[config.mk]
export PLATFORM = sky130hd
export DESIGN_NAME = sub_sleep_exec
export DESIGN_NICKNAME = d
export VERILOG_FILES = /design/src/sub_sleep_pkg.sv /design/src/sub_sleep_exec.sv
export SDC_FILE = /design/constraint.sdc
export NUM_CORES = 1
export LEC_CHECK = 0
export BUFFER_PORTS_ARGS = -buffer_cell sky130_fd_sc_hd__buf_4
export CORE_ASPECT_RATIO = 0.8
export CORE_UTILIZATION = 29
export CTS_CLUSTER_DIAMETER = 60
export DETAILED_ROUTE_END_ITERATION = 16
export PLACE_DENSITY = 0.47
export SETUP_SLACK_MARGIN = 0.02
export SLEW_MARGIN = 20
export SYNTH_ARGS = -nofsm -noshare
export SYNTH_HDL_FRONTEND = slang
export SYNTH_SLANG_ARGS = --single-unit
[constraint.sdc]
create_clock -name pclk -period 3.07 [get_ports pclk]
set_input_delay 0.1535 -clock pclk [delete_from_list [all_inputs] [get_ports pclk]]
set_output_delay 0.1535 -clock pclk [all_outputs]
set_load 0.02 [all_outputs]
[src/sub_sleep_pkg.sv]
/*
  Constants and types for the subtract and power-down execution block:
  register offsets, status field positions, reset values, opcodes, phases.
  Assumes an APB slave with 32-bit data and byte addresses.
*/
package sub_sleep_pkg;

  localparam int unsigned ADDR_W = 8;
  localparam int unsigned DATA_W = 32;

  // Register byte offsets
  localparam logic [7:0] OFF_INSTR  = 8'h00;
  localparam logic [7:0] OFF_WORKING_REGISTER   = 8'h04;
  localparam logic [7:0] OFF_FILE   = 8'h08;
  localparam logic [7:0] OFF_STATUS = 8'h0C;
  localparam logic [7:0] OFF_STATE  = 8'h10;

  // Status field positions
  localparam int unsigned ST_CARRY   = 0;
  localparam int unsigned ST_NIBBLE  = 1;
  localparam int unsigned ST_ZERO    = 2;
  localparam int unsigned ST_WRAP    = 3;
  localparam int unsigned ST_PDOWN   = 4;
  localparam int unsigned ST_TIMEOUT = 5;

  // State register field positions
  localparam int unsigned SB_BUSY  = 0;
  localparam int unsigned SB_SLEEP = 1;

  // Reset values
  localparam logic [7:0]  WORKING_REGISTER_RST    = 8'h00;
  localparam logic [7:0]  FILE_RST    = 8'h00;
  localparam logic [15:0] INSTR_RST   = 16'h0000;
  localparam logic        TIMEOUT_RST = 1'b1;
  localparam logic        PDOWN_RST   = 1'b1;

  // Opcodes
  localparam logic [7:0]  OPC_SUBTRACT_WORKING_REGISTER_FROM_LITERAL_HI  = 8'hB2;
  localparam logic [6:0]  OPC_SUBTRACT_WORKING_REGISTER_FROM_FILE_HI  = 7'h02;
  localparam logic [6:0]  OPC_SUBTRACT_WORKING_REGISTER_FROM_FILE_BORROW_HI = 7'h01;
  localparam logic [15:0] OPC_SLEEP     = 16'h0003;

  // Instruction phases, Gray coded along idle-q1-q2-q3-q4
  typedef enum logic [2:0] {
    PH_IDLE = 3'b000,
    PH_Q1   = 3'b001,
    PH_Q2   = 3'b011,
    PH_Q3   = 3'b010,
    PH_Q4   = 3'b110
  } phase_type;

  typedef enum logic [2:0] {
    OP_NONE,
    OP_SUBTRACT_WORKING_REGISTER_FROM_LITERAL,
    OP_SUBTRACT_WORKING_REGISTER_FROM_FILE,
    OP_SUBTRACT_WORKING_REGISTER_FROM_FILE_BORROW,
    OP_SLEEP
  } op_type;

  typedef struct packed {
    logic timeout;
    logic pdown;
    logic wrap;
    logic zero;
    logic nibble;
    logic carry;
  } flags_type;

  typedef struct packed {
    logic [7:0] res;
    flags_type  flags;
  } alu_out_type;

endpackage

[src/sub_sleep_exec.sv]
/*
  Subtract and power-down execution block with an APB register slave.
  Software writes an instruction word; it runs through four phases
  (decode, read, process, write) and commits on the last.
  Assumes a zero-wait APB master and synchronous wake inputs.
*/
// Local design decisions: register access over APB and the address map.
// Functional notes
// - Literal subtract: literal minus working register into working register.
// - Literal subtract decoded by upper byte 1011 0010, literal in low byte.
// - Subtracts update only wrap, borrow-inverse, nibble-borrow, zero flags.
// - Borrow clears the borrow-inverse flag; no borrow sets it.
// - Negative results are stored as 8-bit two's complement.
// - Power-down sets timeout flag; watchdog wake-up clears it.
// - Power-down clears power-down flag, watchdog; final phase sleeps, osc off.
// - Power-down decoded by fixed word 0000 0000 0000 0011.
`timescale 1ns/1ps
module sub_sleep_exec (
  input  wire logic        pclk,
  input  wire logic        presetn,
  input  wire logic        psel,
  input  wire logic        penable,
  input  wire logic        pwrite,
  input  wire logic [7:0]  paddr,
  input  wire logic [31:0] pwdata,
  output logic      [31:0] prdata,
  output logic             pready,
  output logic             pslverr,
  input  wire logic        wake_watchdog,
  input  wire logic        wake_event,
  output logic             sleep_active,
  output logic             osc_stopped,
  output logic             watchdog_clear
);

  sub_sleep_pkg::phase_type   phase_q;
  sub_sleep_pkg::phase_type   phase_d;
  sub_sleep_pkg::op_type      op_q;
  sub_sleep_pkg::flags_type   flags_q;
  sub_sleep_pkg::alu_out_type alu;
  logic [15:0] instr_q;
  logic [7:0]  working_register_q;
  logic [7:0]  file_q;
  logic        sleep_q;
  logic        wdt_clr_q;
  logic        wr_en;
  logic        rd_en;
  logic        hit;
  logic        start;
  logic        commit;
  logic        to_file;

  // Decode used only by the launch path; read-back returns the raw instruction word
  function automatic sub_sleep_pkg::op_type decode(input logic [15:0] w);
    if (w[15:8] == sub_sleep_pkg::OPC_SUBTRACT_WORKING_REGISTER_FROM_LITERAL_HI) begin
      decode = sub_sleep_pkg::OP_SUBTRACT_WORKING_REGISTER_FROM_LITERAL;
    end else if (w[15:9] == sub_sleep_pkg::OPC_SUBTRACT_WORKING_REGISTER_FROM_FILE_HI) begin
      decode = sub_sleep_pkg::OP_SUBTRACT_WORKING_REGISTER_FROM_FILE;
    end else if (w[15:9] == sub_sleep_pkg::OPC_SUBTRACT_WORKING_REGISTER_FROM_FILE_BORROW_HI) begin
      decode = sub_sleep_pkg::OP_SUBTRACT_WORKING_REGISTER_FROM_FILE_BORROW;
    end else if (w == sub_sleep_pkg::OPC_SLEEP) begin
      decode = sub_sleep_pkg::OP_SLEEP;
    end else begin
      decode = sub_sleep_pkg::OP_NONE;
    end
  endfunction

  // APB: zero wait states, every access completes in its access phase
  assign pready  = 1'b1;
  assign wr_en   = psel && penable && pwrite;
  assign rd_en   = psel && !penable && !pwrite;
  assign hit     = (paddr == sub_sleep_pkg::OFF_INSTR)
                || (paddr == sub_sleep_pkg::OFF_WORKING_REGISTER)
                || (paddr == sub_sleep_pkg::OFF_FILE)
                || (paddr == sub_sleep_pkg::OFF_STATUS)
                || (paddr == sub_sleep_pkg::OFF_STATE);
  assign pslverr = psel && penable && !hit;

  // Launch only when idle and awake; other writes to the word are dropped
  assign start  = wr_en && (paddr == sub_sleep_pkg::OFF_INSTR)
               && (phase_q == sub_sleep_pkg::PH_IDLE) && !sleep_q;
  assign commit = (phase_q == sub_sleep_pkg::PH_Q4);
  assign to_file = instr_q[8] && (op_q != sub_sleep_pkg::OP_SUBTRACT_WORKING_REGISTER_FROM_LITERAL);

  always_comb begin
    phase_d = phase_q;
    case (phase_q)
      sub_sleep_pkg::PH_IDLE: if (start) phase_d = sub_sleep_pkg::PH_Q1;
      sub_sleep_pkg::PH_Q1:   phase_d = sub_sleep_pkg::PH_Q2;
      sub_sleep_pkg::PH_Q2:   phase_d = sub_sleep_pkg::PH_Q3;
      sub_sleep_pkg::PH_Q3:   phase_d = sub_sleep_pkg::PH_Q4;
      default:                phase_d = sub_sleep_pkg::PH_IDLE;
    endcase
  end

  always_ff @(posedge pclk or negedge presetn) begin
    if (!presetn) begin
      phase_q <= sub_sleep_pkg::PH_IDLE;
    end else begin
      phase_q <= phase_d;
    end
  end

  always_ff @(posedge pclk or negedge presetn) begin
    if (!presetn) begin
      instr_q <= sub_sleep_pkg::INSTR_RST;
      op_q    <= sub_sleep_pkg::OP_NONE;
    end else if (start) begin
      instr_q <= pwdata[15:0];
      op_q    <= decode(pwdata[15:0]);
    end
  end

  // Subtract by adding the complement; carry out is borrow-inverse
  always_comb begin
    logic [7:0] a;
    logic [7:0] b;
    logic       cin;
    logic [8:0] sum;
    logic [4:0] low;
    a   = 8'h00;
    b   = working_register_q;
    cin = 1'b1;
    sum = 9'h000;
    low = 5'h00;
    if (op_q == sub_sleep_pkg::OP_SUBTRACT_WORKING_REGISTER_FROM_LITERAL) begin
      a = instr_q[7:0];
    end else begin
      a = file_q;
    end
    if (op_q == sub_sleep_pkg::OP_SUBTRACT_WORKING_REGISTER_FROM_FILE_BORROW) begin
      cin = flags_q.carry;
    end
    sum = {1'b0, a} + {1'b0, ~b} + {8'h00, cin};
    low = {1'b0, a[3:0]} + {1'b0, ~b[3:0]} + {4'h0, cin};
    alu = '0;
    alu.res          = sum[7:0];
    alu.flags        = flags_q;
    alu.flags.carry  = sum[8];
    alu.flags.nibble = low[4];
    alu.flags.zero   = (sum[7:0] == 8'h00);
    alu.flags.wrap   = (a[7] != b[7]) && (sum[7] != a[7]);
  end

  always_ff @(posedge pclk or negedge presetn) begin
    if (!presetn) begin
      working_register_q <= sub_sleep_pkg::WORKING_REGISTER_RST;
    end else if (commit && op_q != sub_sleep_pkg::OP_NONE
                 && op_q != sub_sleep_pkg::OP_SLEEP && !to_file) begin
      working_register_q <= alu.res;
    end else if (wr_en && paddr == sub_sleep_pkg::OFF_WORKING_REGISTER) begin
      working_register_q <= pwdata[7:0];
    end
  end

  always_ff @(posedge pclk or negedge presetn) begin
    if (!presetn) begin
      file_q <= sub_sleep_pkg::FILE_RST;
    end else if (commit && to_file && (op_q == sub_sleep_pkg::OP_SUBTRACT_WORKING_REGISTER_FROM_FILE
                 || op_q == sub_sleep_pkg::OP_SUBTRACT_WORKING_REGISTER_FROM_FILE_BORROW)) begin
      file_q <= alu.res;
    end else if (wr_en && paddr == sub_sleep_pkg::OFF_FILE) begin
      file_q <= pwdata[7:0];
    end
  end

  // Execution outranks a software write in the same cycle
  always_ff @(posedge pclk or negedge presetn) begin
    if (!presetn) begin
      flags_q         <= '0;
      flags_q.timeout <= sub_sleep_pkg::TIMEOUT_RST;
      flags_q.pdown   <= sub_sleep_pkg::PDOWN_RST;
    end else if (commit && op_q == sub_sleep_pkg::OP_SLEEP) begin
      flags_q.timeout <= 1'b1;
      flags_q.pdown   <= 1'b0;
    end else if (commit && op_q != sub_sleep_pkg::OP_NONE) begin
      flags_q <= alu.flags;
    end else if (sleep_q && wake_watchdog) begin
      flags_q.timeout <= 1'b0;
    end else if (wr_en && paddr == sub_sleep_pkg::OFF_STATUS) begin
      flags_q.carry  <= pwdata[sub_sleep_pkg::ST_CARRY];
      flags_q.nibble <= pwdata[sub_sleep_pkg::ST_NIBBLE];
      flags_q.zero   <= pwdata[sub_sleep_pkg::ST_ZERO];
      flags_q.wrap   <= pwdata[sub_sleep_pkg::ST_WRAP];
    end
  end

  // Sleep begins at the final phase; any wake source ends it
  always_ff @(posedge pclk or negedge presetn) begin
    if (!presetn) begin
      sleep_q <= 1'b0;
    end else if (commit && op_q == sub_sleep_pkg::OP_SLEEP) begin
      sleep_q <= 1'b1;
    end else if (wake_watchdog || wake_event) begin
      sleep_q <= 1'b0;
    end
  end

  always_ff @(posedge pclk or negedge presetn) begin
    if (!presetn) begin
      wdt_clr_q <= 1'b0;
    end else begin
      wdt_clr_q <= commit && (op_q == sub_sleep_pkg::OP_SLEEP);
    end
  end

  assign sleep_active   = sleep_q;
  assign osc_stopped    = sleep_q;
  assign watchdog_clear = wdt_clr_q;

  // Read data captured in the setup phase, stable through access
  always_ff @(posedge pclk or negedge presetn) begin
    if (!presetn) begin
      prdata <= 32'h0000_0000;
    end else if (rd_en) begin
      if (paddr == sub_sleep_pkg::OFF_INSTR) begin
        prdata <= {16'h0000, instr_q};
      end else if (paddr == sub_sleep_pkg::OFF_WORKING_REGISTER) begin
        prdata <= {24'h00_0000, working_register_q};
      end else if (paddr == sub_sleep_pkg::OFF_FILE) begin
        prdata <= {24'h00_0000, file_q};
      end else if (paddr == sub_sleep_pkg::OFF_STATUS) begin
        prdata <= {26'h000_0000, flags_q};
      end else if (paddr == sub_sleep_pkg::OFF_STATE) begin
        prdata <= {30'h0000_0000, sleep_q,
                   phase_q != sub_sleep_pkg::PH_IDLE};
      end else begin
        prdata <= 32'h0000_0000;
      end
    end
  end
endmodule

Word level (Yosys, flattened, before mapping). Index checks and enable logic that the tools add are counted.

Bits in registers: 78. Output and inout bits: 37. Word-level logic and storage cells: 112.

Add/sub/neg operators: 4. Eq/ne operators: 23. Muxes and demuxes: 25. Bitwise logic cells: 3. Reduce and logical (&&, ||, !) cells: 43.

Operator list (count): $mux W8 (7); $logic_and A1 B1 Y1 (20); $eq A16 B2 Y1 const B (1); $eq A8 B4 Y1 const B (2); $logic_not A8 Y1 (2); $mux W16 (1); $mux W3 (5); $eq A3 B2 Y1 const B (4); $mux W4 (3); $pmux W3 S4 (1); $reduce_bool A2 Y1 (5); $add A8 B8 Y9 (1); $add A9 B1 Y9 (1); $eq A8 B3 Y1 const B (1); $eq A8 B5 Y1 const B (1); $eq A8 B8 Y1 const B (1); $not A8 Y8 (1); $eq A7 B1 Y1 const B (1); $eq A7 B2 Y1 const B (1); $eq A3 B1 Y1 const B (2); $eq A3 B3 Y1 const B (2); $logic_or A1 B1 Y1 (6); $mux W6 (1); $reduce_bool A3 Y1 (2); 15 further kinds (26).

Longest topological paths before layout. Gate-level depths: netlist of run 1.

Word-level depth: 7. Mapped depth: 11. Mapped depth without buffers: 10.

Least setup slack after synthesis of run 1. OpenSTA, ideal clock, no wires.

Path type: register -> register. Start: register op_q[2]. End: register flags_q[2] (netlist name). Setup time: 0.077 ns. Arrival time: 2.905 ns. Setup slack: 0.087 ns. Cell stages (with the launch flop): 12. Cells stage by stage: dfrtp_1 > clkbuf_1 > nor3b_2 > mux2i_1 > fa_1 > fa_1 > nand2b_1 > a21oi_1 > xor2_1 > nor4b_1 > nand4_1 > a21oi_1.

Longest elaborated chain between the ends: 6.

Ends and longest elaborated chain: start: declaration (line sub_sleep_exec.sv:38) `sub_sleep_pkg::op_type op_q;`; start signal: assignment (line sub_sleep_exec.sv:107) `op_q <= sub_sleep_pkg::OP_NONE;`; start signal: assignment (line sub_sleep_exec.sv:110) `op_q <= decode(pwdata[15:0]);`; $eq A3 B1 Y1 (line sub_sleep_exec.sv:126) `if (op_q == sub_sleep_pkg::OP_SUBTRACT_WORKING_REGISTER_FROM_LITERAL) begin`; $mux W8 (line sub_sleep_exec.sv:126); $add A8 B8 Y9 (line sub_sleep_exec.sv:134) `sum = {1'b0, a} + {1'b0, ~b} + {8'h00, cin};`; $add A9 B1 Y9 (line sub_sleep_exec.sv:134); $logic_not A8 Y1 (line sub_sleep_exec.sv:141) `alu.flags.zero = (sum[7:0] == 8'h00);`; $mux W4 (line sub_sleep_exec.sv:176) `end else if (commit && op_q != sub_sleep_pkg::OP_NONE) begin`; end signal: assignment (line sub_sleep_exec.sv:177) `flags_q <= alu.flags;`; end: declaration (line sub_sleep_exec.sv:39) `sub_sleep_pkg::flags_type flags_q;`.

Parallel ways exist; a longest one is shown, timed or not. A chain may end at the register's enable or synchronous reset.

Worst setup path after layout of run 1.
Start: register op_q[1]. End: register flags_q[2] (netlist name).

Same word-level chain as after synthesis.

==> metrics list, run 1 <==
- The worst hold path passes through 2 cells.
- Capture instance of the worst register-to-register path: flags_q[2]
- The flow ran to the end, and the final reports show no timing, DRC or antenna violations.
- Counting flops and latches in the post-synthesis netlist gives 62.
* TritonCTS Sinks: 62
- After clock tree synthesis, the clock-pin slew on the worst setup and hold paths is roughly 0.050 ns.
- The analysis attributes to net switching a power of 0.4940 mW.
* GR Overflow Total: 0
* Sequential cell area fraction in the yosys report: 0.4338
- Row cnt: 35
- Once routing completed, OpenROAD measured the worst setup slack at around 0.19 ns.
* Final routed wirelength across all metal layers: 9374 microns
- Number of pins with negative max-slew slack in the final report: 0
- Largest net degree at the start of global routing: between 60 and 70
- In this run the remaining antenna-violating nets after routing total 0.
* Relative slew margins: 0.4679
- In this design, the critical path's most frequently occurring cell is mux2_2.
- The tool flagged a number of max-cap violations equal to 0.
- Yosys printed 0 warnings.
* Residual DRC: 0
* DR iter-0 viols: 156
- I/O pin count: 84
- The initial utilization of the core area, before any placement, comes to 0.3041.
* Setup TNS Final: 0 ns
- Dividing the final minimum period by the clock period gives 0.9395.
- Ordered cell list for the critical path: nor3b_4, buf_4, mux2_2, ha_1, nor2b_1, o211ai_1, mux2_2, nor2_1, nand4_1, a21oi_1
- On the critical path, the stage with the largest delay is an instance of dfrtp_1.
- Transition at the pin with the smallest max-transition slack: 0.7898 ns
- Synthesis produced 345 cells.
* Final Util: 0.3860
- The critical path is of the flip-flop to flip-flop type.
* Average instance area after synthesis: 10.38 sq um
- Of the total power, the share spent switching nets is 0.2221.
- The die covers about 13000 sq um.
- Unique masters post-synth: 54
* Number of H-tree branching levels: 3
* Die outline height: 101.4 microns
- OpenSTA, run right after detailed placement, puts the worst setup slack at 0.07714 ns.
* Pwr/cell area: about 490 nW/um^2
- For this run, asynchronously set or reset flops after synthesis account for 1.000.
- Proportion of layout cells with a drive suffix above 1: 0.3381
* Most frequent standard cell in the layout excluding fill and tap cells: buf_4
* Setup crit end kind: flip-flop
- At the end of routability-driven placement, the weighted congestion stood at 0.8045.
- For hold timing, the worst endpoint is op_q[1].
- The share of total power dissipated in combinational logic is 0.088.
* Leakage power: between 2 and 2.5 nW
* Highest-count cells in the layout ignoring fill and taps: buf_4 (70), dfrtp_1 (60), mux2_2 (37)
* Via count: approximately 2800
* Clock Root Buffer: clkbuf_16
- The initial antenna violation count was 0.
- Clk pwr share: 0.525
- Hold path start: pwdata[14]
- Yosys mapped a number of flops with a built-in enable equal to 0.
* Via density per instance: ~4.9
* Final hold violation count: 0
* Clk Latency, worst-skew pair: ~0.33 ns
- For the finished layout, the period the worst path requires is about 2.9 ns.
- Critical register-to-register path startpoint: op_q[1]
* Cell count after placement: approximately 550
* Combined area of all synthesized cells: 3582 sq um
- Data on the critical path is required at its endpoint by 3.33 ns.
- Most common flop cell mapped by yosys: dfrtp_1
- Once layout is complete, the cells apart from fillers number between 500 and 600.
* Setup repair after global routing missed its margin: yes
- The repair_antennas step left the layout with diodes totalling 0.
- Of all nets on the critical path, the largest fanout is 3.
* CTS tree: yes
- Fmax: between 0.3 and 0.4 GHz
- Dividing the detail-routed wire length by the instance count gives 16.59 microns.
- Wire length of the first global-routing pass: 14810 microns
- Counting cells, the worst reg-to-reg path comes to 10.
- Clock buffer depth: 2
* Minimum setup slack among reg-to-reg paths: 0.19 ns
- The tightest min-delay check is of the input pin to flip-flop type.
- Buffers placed on the I/O ports in this run total 50.
- Area growth from synthesis to final layout: 26.93%
- Total of endpoints with negative setup slack in the final report: 0
* Area of the placeable core: 11780 sq um
- The number of clock buffers added by TritonCTS is 9.
* Arrival time worst endpoint: between 3 and 4 ns
- Detailed placement finished with a half-perimeter wire length of 6825 microns.
- Across every metal layer, demand over resource in global routing totals 0.1563.
* Final net count: 468
* Via count of the first global-routing pass: 2723
- Setup crit start kind: flip-flop
- The first detailed-routing pass took 5 iterations.
- DIE WIDTH: roughly 130 microns
- Internal power comes to 1.730 mW.
- Of the total power, registers draw 0.387.
- Fin Clk Skew: 0.006910 ns
- Final hold analysis gives a worst-case slack of 0.02181 ns.
* Highest cell delay on the worst timing path: 0.40 ns
* VDD IR max: 0.0003018 V
cell usage after synthesis (all sizes together) (2+ instances only):
cell type   n  area, sq um
ha          7        87.58
and4b       2        20.02
o31ai       2        15.01
o211ai      5        37.54
o22ai       2        12.51
nor3        8        40.04
nor2       22        85.09
a211oi      2        15.01
a21oi      18        90.09
nand2b      2        12.51
a21o        3        22.52
nand4       3        18.77
conb        2        7.510
buf        21        152.6
o21a        2        15.01
dfstp       2        52.55
nor2b       6        37.54
xnor2       3        26.28
mux2       37        416.7
mux2i       8        80.08
a22o        8        70.07
o21ai      28        140.1
fa          2        40.04
dfrtp      60         1501
clkbuf      9        33.78
nor3b       4        35.03
nor4        2        27.53
nand4b      2        32.53
or4         2        18.77
nand2      35        133.9
mux4        4        90.09
inv        12        45.04
xor2        4        35.03
nand3       3        15.01
what timing repair did:
action,4_1_cts,5_1_grt
setup buffers,0,2
setup endpoints to repair,0,2
hold endpoints to repair,60,0
hold buffers,1,0
gates resized for setup,0,7
power groups by stage:
stage                     sequential [mW]  clock [mW]  combinational, mW
after CTS                           0.859        1.19              0.196
final                               0.860        1.17              0.196
after global placement              0.872           0              0.193
after detailed placement            0.873           0              0.195
after global routing                0.862        1.24              0.215
after floorplan                     0.869           0              0.121
layer usage:
layer  share of wire  global-route usage
met3           0.057             0.03909
met4           0.012             0.05005
met5               0                   0
met1            0.51              0.2214
met2            0.42              0.2333
critical path, delay by kind of cell (launching register included):
| family | cells | cell delay [ns] |
|---|---|---|
| AOI/OAI and AO/OA | 2 | 0.45 |
| adders and majority gates | 1 | 0.29 |
| buffers and inverters | 1 | 0.18 |
| DFF | 1 | 0.40 |
| muxes | 2 | 0.75 |
| and+or+nand+nor | 4 | 0.74 |
cells by family (layout without fill, tap and decap cells):
family                     after synthesis  count (layout)  share of synthesized area
AOI/OAI and AO/OA                       76              76                     0.1320
xor gates and xnor gates                 7               7                    0.01712
adders and majority gates                9               9                    0.03563
buffers and inverters                   42              99                    0.06462
DFF                                     62              62                     0.4338
muxes                                   49              49                     0.1638
other                                    2              17                   0.002096
and+or+nand+nor                         98              98                     0.1509
layout make-up:
cell class                 count  area, sq um
multi-input combinational    256         1886
clock inverter                 4        95.09
fill                        1177         7233
tap                          148        185.2
sequential                    62         1554
clock buffer                  12        246.5
timing repair buffer          71        535.5
inverter                      12        45.04
registers in the layout, indices dropped and copies added (netlist names):
register            count
phase_q                 3
osc_stopped             1
watchdog_clear          1
instr_q                16
working_register_q      8
flags_q                 4
file_q                  8
prdata                 16
alu                     2
op_q                    3
how the worst max path moves through the flow:
| stage | cells after the start | slack (ns) | end | startpoint |
|---|---|---|---|---|
| detailed placement | 10 | 0.08 | flags_q[2] | op_q[2] |
| global placement | 10 | 0.12 | flags_q[2] | op_q[2] |
| CTS | 10 | 0.05 | flags_q[2] | op_q[2] |
| finish | 10 | 0.19 | flags_q[2] | op_q[1] |
| global route | 10 | -0.02 | flags_q[2] | op_q[1] |
| floorplan | 11 | 0.09 | flags_q[2] | op_q[2] |
stage by stage:
step | area [sq um] | power (mW)
global route | 4547 | 2.313
CTS | 4499 | 2.247
detailed placement | 4148 | 1.068
floorplan | 3638 | 0.9899
global placement | 4148 | 1.065
finish | 4547 | 2.224
No activity file was read; power rests on OpenSTA's default activity.
==> inputs of run 2 (changes only) <==
--- a/config.mk
+++ b/config.mk
@@ -10,7 +10,7 @@
 export CORE_UTILIZATION = 29
 export CTS_CLUSTER_DIAMETER = 60
 export DETAILED_ROUTE_END_ITERATION = 16
-export PLACE_DENSITY = 0.47
+export PLACE_DENSITY = 0.45
 export SETUP_SLACK_MARGIN = 0.02
 export SLEW_MARGIN = 20
 export SYNTH_ARGS = -nofsm -noshare
==> constraint.sdc (replaced) <==
create_clock -name pclk -period 3.28 [get_ports pclk]
set_input_delay 0.164 -clock pclk [delete_from_list [all_inputs] [get_ports pclk]]
set_output_delay 0.164 -clock pclk [all_outputs]
set_load 0.02 [all_outputs]
==> run 2 against run 1 <==
Sequential cell count did not move. Setup slack improved by 0.029 ns. Utilization fell by 0.64 points. Sequential share of layout area rose by 0.57 points. Wire length rose by 2.6%. Clock power fell by 17%. Non-clock buffer count fell by 3. Clock skew barely moved. Clock-buffer cell count rose by 1. Die area did not move.
==> metrics list, run 2 (same netlist as run 1, synthesis figures left out) <==
- The power per unit of standard cell area came to 437.6 nW/um^2 (was 489.1 nW/um^2).
- Number of antenna-violating nets in the routed design: 0 (unchanged)
* Clock transition time at the flip-flop clock pins of the worst setup and hold paths: 0.06 ns (was 0.05 ns)
* I/O pin count: 84 (unchanged)
- The static leakage power was 2.125 nW (was 2.159 nW).
* Final Total Pwr: 1.957 mW (was 2.224 mW)
* Worst endpoint required time: 3.55 ns (was 3.33 ns)
- The worst relative slew slack is 0.4540 (was 0.4679).
- Final worst path period share: 0.9345 (was 0.9395)
* Area of the placeable core: 11780 sq um (unchanged)
* Total of endpoints with negative setup slack in the final report: 0 (unchanged)
- Hold-critical path depth: 2 (unchanged)
- Final routed wirelength across all metal layers: 9622 microns (was 9374 microns)
- The root buffer selected by CTS is clkbuf_16 (unchanged).
- Hold crit path type: input pin to flip-flop (unchanged)
- The critical path class is flip-flop to flip-flop (unchanged).
* Wire length of the first global-routing pass: 15390 microns (was 14810 microns)
- Ant diodes: 0 (unchanged)
- Setup crit end kind: flip-flop (unchanged)
- Tot GR Track Use: 0.1622 (was 0.1563)
- The total clock sinks came to 62 (unchanged).
* Number of iterations in the first detailed-routing pass: 4 (was 5)
- The cell row count came to 35 (unchanged).
- Highest-count cells in the layout ignoring fill and taps: buf_4 (66), dfrtp_1 (60), mux2_2 (37) (was buf_4 (70), dfrtp_1 (60), mux2_2 (37))
- The via count of the first global-routing pass was 2700 (was 2723).
- Crit path max fanout: 7 (was 3)
- Number of pins with negative max-slew slack in the final report: 0 (unchanged)
- The starting utilization of the core area came to 0.3041 (unchanged).
- Setup crit start kind: flip-flop (unchanged)
- Capture instance of the worst register-to-register path: flags_q[3] (was flags_q[2])
* Hold path start: pwdata[14] (unchanged)
* Number of antenna violations at the first check in global routing: 0 (unchanged)
- Number of H-tree branching levels: 3 (unchanged)
* Arrival time worst endpoint: 3.34 ns (was 3.14 ns)
- The origin of the critical flop-to-flop path was op_q[2] (was op_q[1]).
- Fin Clk Skew: 0.006891 ns (was 0.006910 ns)
* Setup repair after global routing missed its margin: no (was yes)
- The total negative slack is 0 ns (unchanged).
- VDD IR max: 0.0002327 V (was 0.0003018 V)
- The pin count of the biggest net entering global routing is 63 (unchanged).
- The end point of the worst hold path was op_q[1] (unchanged).
- The mean number of vias per cell was 4.916 (was 4.917).
- The vertical die dimension came to 101.4 microns (unchanged).
* Final net count: 465 (was 468)
- Transition at the pin with the smallest max-transition slack: 0.8104 ns (was 0.7898 ns)
- The routed wirelength normalized by instance count came to 17.12 microns (was 16.59 microns).
- Via count: 2763 (was 2778)
- Number of buffers inserted by port buffering: 50 (unchanged)
* Most frequent standard cell in the layout excluding fill and tap cells: buf_4 (unchanged)
- Crit path launch: op_q[2] (was op_q[1])
- The highest attainable clock frequency came to 0.3262 GHz (was 0.3467 GHz).
- DIE WIDTH: 126.3 microns (unchanged)
- Result of the run: finished, final reports clean (unchanged)
* Worst R2R Path Depth: 10 (unchanged)
- The max-capacitance violation count came to 0 (unchanged).
- The half-perimeter wire length after placement was 6976 microns (was 6825 microns).
* Residual DRC: 0 (unchanged)
- CTS tree: yes (unchanged)
* Die area: 12800 sq um (unchanged)
- The residual overflow from global routing is 0 (unchanged).
* Shortest clock period the worst path allows after layout: 3.065 ns (was 2.884 ns)
- The clock latency reported for the late side of the worst-skew pair came to 0.34 ns (was 0.33 ns).
* GPL Wtd Cong: 0.8042 (was 0.8045)
* Minimum setup slack among reg-to-reg paths: 0.21 ns (was 0.19 ns)
- Biggest registers after layout: instr_q (16), prdata (16) (unchanged).
- The filler cell count came to 1170 (was 1177).
* Clock buffer depth: 2 (unchanged)
* Proportion of layout cells with a drive suffix above 1: 0.3261 (was 0.3381)
* Final hold violation count: 0 (unchanged)
- The number of clock buffers inserted by TritonCTS is 9 (unchanged).
- Area growth from synthesis to final layout: 24.83% (was 26.93%)
* DR iter-0 viols: 188 (was 156)
run 2: cell types whose count changed in the layout (fill, tap and decap cells not counted), sizes merged:
cell / before / now
buf: 70 / 67
clkbuf: 12 / 13
bufinv: 3 / 1
clkinvlp: 0 / 1
run 2: routing by layer:
| metal | track usage | part of all wire | vias up |
|---|---|---|---|
| li1 | - | - | 1339 |
| met1 | 0.2431 | 0.52 | 1324 |
| met2 | 0.2231 | 0.41 | 91 |
| met3 | 0.04649 | 0.057 | 9 |
| met4 | 0.04541 | 0.011 | 0 |
| met5 | 0 | 0 | - |
run 2: critical path: stages (launching register included):
cell	delay, ns
dfrtp_1	0.38
nor3b_2	0.31
buf_12	0.18
mux2_2	0.34
ha_1	0.29
or4_1	0.46
o21ai_0	0.10
a31oi_1	0.10
xnor2_1	0.16
o311ai_0	0.48
o21a_1	0.19
run 2: layout make-up:
cell class	count	area (sq um)	share of cell area
flip-flops and latches	62	1554	0.3475
repair buffers	68	525.5	0.1175
clock inverters	3	42.54	0.009513
inverters	12	45.04	0.01007
multi-input cells	256	1859	0.4158
well taps	148	185.2	0.04141
clock buffers	13	260.3	0.05820
run 2: worst max-delay path by stage:
| stage | end | slack (ns) |
|---|---|---|
| global route | flags_q[2] | 0.12 |
| detailed placement | flags_q[3] | 0.28 |
| global placement | flags_q[3] | 0.29 |
| finish | flags_q[3] | 0.21 |
| floorplan | flags_q[2] | 0.30 |
| CTS | flags_q[2] | 0.26 |
run 2: per-stage QoR:
| step | instances | hold slack, ns | setup WS [ns] | util | instance area, sq um |
|---|---|---|---|---|---|
| 2_1_floorplan | 360 | -0.1316 | 0.2973 | - | 3638 |
| 3_3_place_gp | 545 | 0.3287 | 0.2882 | 0.3525 | 4153 |
| 3_5_place_dp | 545 | 0.3181 | 0.2786 | 0.3525 | 4153 |
| 4_1_cts | 562 | 0.01276 | 0.2566 | 0.3791 | 4466 |
| 5_1_grt | 562 | 0.02708 | 0.1236 | 0.3796 | 4472 |
| 6_report | 562 | 0.02219 | 0.2148 | 0.3796 | 4472 |
run 2: where the power goes:
group          internal (mW)  leakage (nW)  switching (mW)
combinational         0.0720          1.19           0.112
sequential             0.785         0.791          0.0193
clock                  0.628         0.146           0.340
total                   1.49          2.12           0.472
run 2: timing repair:
item                                    in CTS  in global routing
gates resized for setup                      0                  1
endpoints found under the setup margin       0                  1
hold endpoints to repair                    60                  0
buffers inserted                             0                  0
hold buffers                                 1                  0
==> inputs of run 3 (changes only) <==
--- a/config.mk
+++ b/config.mk
@@ -7,10 +7,10 @@
 export LEC_CHECK = 0
 export BUFFER_PORTS_ARGS = -buffer_cell sky130_fd_sc_hd__buf_4
 export CORE_ASPECT_RATIO = 0.8
-export CORE_UTILIZATION = 29
+export CORE_UTILIZATION = 54
 export CTS_CLUSTER_DIAMETER = 60
 export DETAILED_ROUTE_END_ITERATION = 16
-export PLACE_DENSITY = 0.45
+export PLACE_DENSITY = 0.77
 export SETUP_SLACK_MARGIN = 0.02
 export SLEW_MARGIN = 20
 export SYNTH_ARGS = -nofsm -noshare
==> run 3 against run 2 <==
Sequential power hardly changed. Wire length fell by 14%. First-iteration DRC count decreased by 3.2%. Sequential share of layout area grew 2.1 points. Non-clock buffer count is 8 lower. Clock-buffer cell count is 1 higher. Worst hold slack got worse by 0.0062 ns. Cell area shrank 5.7%. Clock skew grew 0.0022 ns. Global-route usage rose by 10 points. Sequential cell count unchanged. Critical path type unchanged. Largest cell class unchanged.
==> metrics list, run 3 (same netlist as run 1, synthesis figures left out) <==
- Result of the run: finished, final reports clean (unchanged).
- The clock-pin slew of the registers on the worst-case setup and hold paths is 0.06 ns (about the same).
- Die area: 6966 sq um (was 12800 sq um)
- Tot GR Track Use: 0.2633 (was 0.1622)
- The largest driver fanout on the critical path is 7 (unchanged).
* Highest cell delay on the worst timing path: 0.47 ns (was 0.48 ns)
- The number of cells traversed by the worst register-to-register path was 10 (unchanged).
- The slew of the pin with the lowest slew margin was 0.7747 ns (was 0.8104 ns).
- Fin Clk Skew: 0.009130 ns (was 0.006891 ns)
- The cell row count came to 26 (was 35).
- Setup crit start kind: flip-flop (unchanged)
* Wire length of the first global-routing pass: 13560 microns (was 15390 microns)
* Area growth from synthesis to final layout: 17.74% (was 24.83%)
* Endpoint, Worst Hold: op_q[1] (unchanged)
* GPL Wtd Cong: 0.9123 (was 0.8042)
- The element type at the critical path end is a flip-flop (unchanged).
- Residual DRC: 0 (unchanged)
* Critical register-to-register path startpoint: op_q[2] (unchanged)
- The slowest cell on the critical path was fa_1 (was o311ai_0).
- The max-slew violation count was 0 (unchanged).
* Relative slew margins: 0.4835 (was 0.4540)
- The final count of negative-setup-slack endpoints is 0 (unchanged).
* Post-Layout Cell Count: 489 (was 562)
- Effective utilization at floorplan: 0.5590 (was 0.3041)
- The clock latency reported for the late side of the worst-skew pair was 0.35 ns (was 0.34 ns).
- The half-perimeter wire length after placement was 6023 microns (was 6976 microns).
- The overall via count from detail_route was 2784 (was 2763).
- Avg WL per Cell: 16.93 microns (was 17.12 microns)
- Switching share of power: 0.2462 (was 0.2410)
- Highest-count cells in the layout ignoring fill and taps: dfrtp_1 (60), buf_4 (59), mux2_2 (37) (was buf_4 (66), dfrtp_1 (60), mux2_2 (37)).
- The internal power was 1.263 mW (was 1.485 mW).
- Worst endpoint required time: 3.55 ns (about the same)
- The data arrival time at the worst-slack endpoint came to 3.35 ns (was 3.34 ns).
- Number of filler cells placed in the layout: 509 (was 1170)
- Pwr/cell area: 397.4 nW/um^2 (was 437.6 nW/um^2)
* Net Switching: 0.4126 mW (was 0.4716 mW)
- The count of input and output buffers came to 50 (unchanged).
- Setup repair after global routing missed its margin: no (unchanged).
- Largest net degree at the start of global routing: 63 (unchanged)
- Ordered cell list for the critical path: nor3b_2, mux2i_1, fa_1, fa_1, nand2b_1, a21oi_1, xor2_1, nor4b_1, nand4_1, a21oi_1 (was nor3b_2, buf_12, mux2_2, ha_1, or4_1, o21ai_0, a31oi_1, xnor2_1, o311ai_0, o21a_1)
- The sequential cell fraction of total power is 0.479 (was 0.411).
- The number of antenna diodes came to 0 (unchanged).
- Final routed wirelength across all metal layers: 8278 microns (was 9622 microns)
- The share of power burned in the clock network came to 0.415 (was 0.495).
* Clock buffer depth: 2 (unchanged)
- Final net count: 457 (was 465)
- Via density per instance: 5.693 (was 4.916)
- CTS tree: yes (unchanged)
- Cell count after placement: 473 (was 545)
- The number of iterations in the first detailed-routing pass was 4 (unchanged).
* Type of the worst setup path: flip-flop to flip-flop (unchanged)
- Hold path start: pwdata[14] (unchanged)
- Area of the placeable core: 6409 sq um (was 11780 sq um)
- Number of antenna-violating nets in the routed design: 0 (unchanged)
- The vertical die dimension came to 74.85 microns (was 101.4 microns).
- Hold crit path type: input pin to flip-flop (unchanged)
- Hold-critical path depth: 2 (unchanged)
- The via count of the first global-routing pass was 2652 (was 2700).
- The number of endpoints with negative hold slack in the final report was 0 (unchanged).
- Most frequent standard cell in the layout excluding fill and tap cells: dfrtp_1 (was buf_4)
- TritonCTS Sinks: 62 (unchanged)
- The multi-input logic area is 1858 sq um (was 1859 sq um).
* Number of antenna violations at the first check in global routing: 0 (unchanged)
- Flip-flop and latch area: 1554 sq um (unchanged)
- Shortest clock period the worst path allows after layout: 3.084 ns (was 3.065 ns)
* Proportion of layout cells with a drive suffix above 1: 0.3111 (was 0.3261)
- Worst-case hold slack: 0.01601 ns (was 0.02219 ns)
* GR Overflow Total: 0 (unchanged)
- Capture instance of the worst register-to-register path: flags_q[2] (was flags_q[3])
- The post-CTS setup buffer count is 0 (unchanged).
* Number of buffers created by CTS: 9 (unchanged)
- VDD IR max: 0.0002338 V (was 0.0002327 V)
- Clock Root Buffer: clkbuf_8 (was clkbuf_16)
- The total negative slack was 0 ns (unchanged).
* Number of H-tree branching levels: 3 (unchanged)
- The static leakage power was 2.033 nW (was 2.125 nW).
- Biggest registers after layout: instr_q (16), prdata (16) (unchanged)
* Number of hold buffers added after CTS: 1 (unchanged)
* Minimum setup slack among reg-to-reg paths: 0.20 ns (was 0.21 ns)
- Fmax: 0.3243 GHz (was 0.3262 GHz)
* Final worst path period share: 0.9402 (was 0.9345)
* Combinational fraction of design power: 0.106 (was 0.094)
* DIE WIDTH: 93.06 microns (was 126.3 microns)
- The number of top-level pins came to 84 (unchanged).
- The DRC marker count from the first detailed-route iteration was 182 (was 188).
- The post-cts sizing count came to 0 (unchanged).
* Maxcap violations: 0 (unchanged)
[run 3: cell types whose count changed in the layout (fill, tap and decap cells not counted), sizes merged]
| cell | change |
|---|---|
| buf | -8 |
| clkinvlp | -1 |
| clkbuf | +1 |
| clkinv | -1 |
[run 3: worst max-delay path, delay by kind of cell (launching register included)]
| family | cells | cell delay, ns |
|---|---|---|
| xor+xnor | 1 | 0.13 |
| simple gates | 4 | 0.98 |
| mux | 1 | 0.15 |
| flops | 1 | 0.46 |
| fa+ha+maj | 2 | 0.89 |
| compound gates | 2 | 0.40 |
[run 3: stage by stage]
| stage | instance area, sq um | setup WS (ns) | power (mW) | utilization |
|---|---|---|---|---|
| 4_1_cts | 4213 | 0.2214 | 1.689 | 0.6574 |
| 2_1_floorplan | 3638 | 0.2973 | 0.9266 | - |
| 3_3_place_gp | 4000 | 0.3543 | 0.9880 | 0.6242 |
| 5_1_grt | 4218 | 0.06621 | 1.745 | 0.6581 |
| 6_report | 4218 | 0.1962 | 1.676 | 0.6581 |
| 3_5_place_dp | 4000 | 0.2524 | 0.9923 | 0.6242 |
[run 3: cell type report]
cell class              instances  share of cell area
multi-input cells             256              0.4405
clock buffers                  14             0.04094
repair buffers                 60              0.1074
flip-flops and latches         62              0.3684
well taps                      84             0.02492
inverters                      12             0.01068
clock inverters                 1            0.007120
[run 3: power groups by stage]
stage          registers, mW  clock network, mW  logic [mW]
6_report               0.804              0.695       0.177
2_1_floorplan          0.813                  0       0.114
3_5_place_dp           0.816                  0       0.176
5_1_grt                0.805              0.745       0.194
4_1_cts                0.803              0.708       0.178
3_3_place_gp           0.815                  0       0.173
[run 3: worst max-delay path by stage]
stage	startpoint	endpoint	slack [ns]	depth (start not counted)
floorplan	op_q[2]	flags_q[2]	0.30	11
global placement	op_q[2]	flags_q[2]	0.35	10
detailed placement	op_q[2]	flags_q[2]	0.25	10
CTS	op_q[2]	flags_q[2]	0.22	10
global route	op_q[2]	flags_q[3]	0.07	10
finish	op_q[2]	flags_q[2]	0.20	10
[run 3: metal layers]
layer / share of wire / GRT usage
met1: 0.47 / 0.3655
met5: 0 / 0
met3: 0.070 / 0.06970
met2: 0.45 / 0.4085
met4: 0.014 / 0.08547
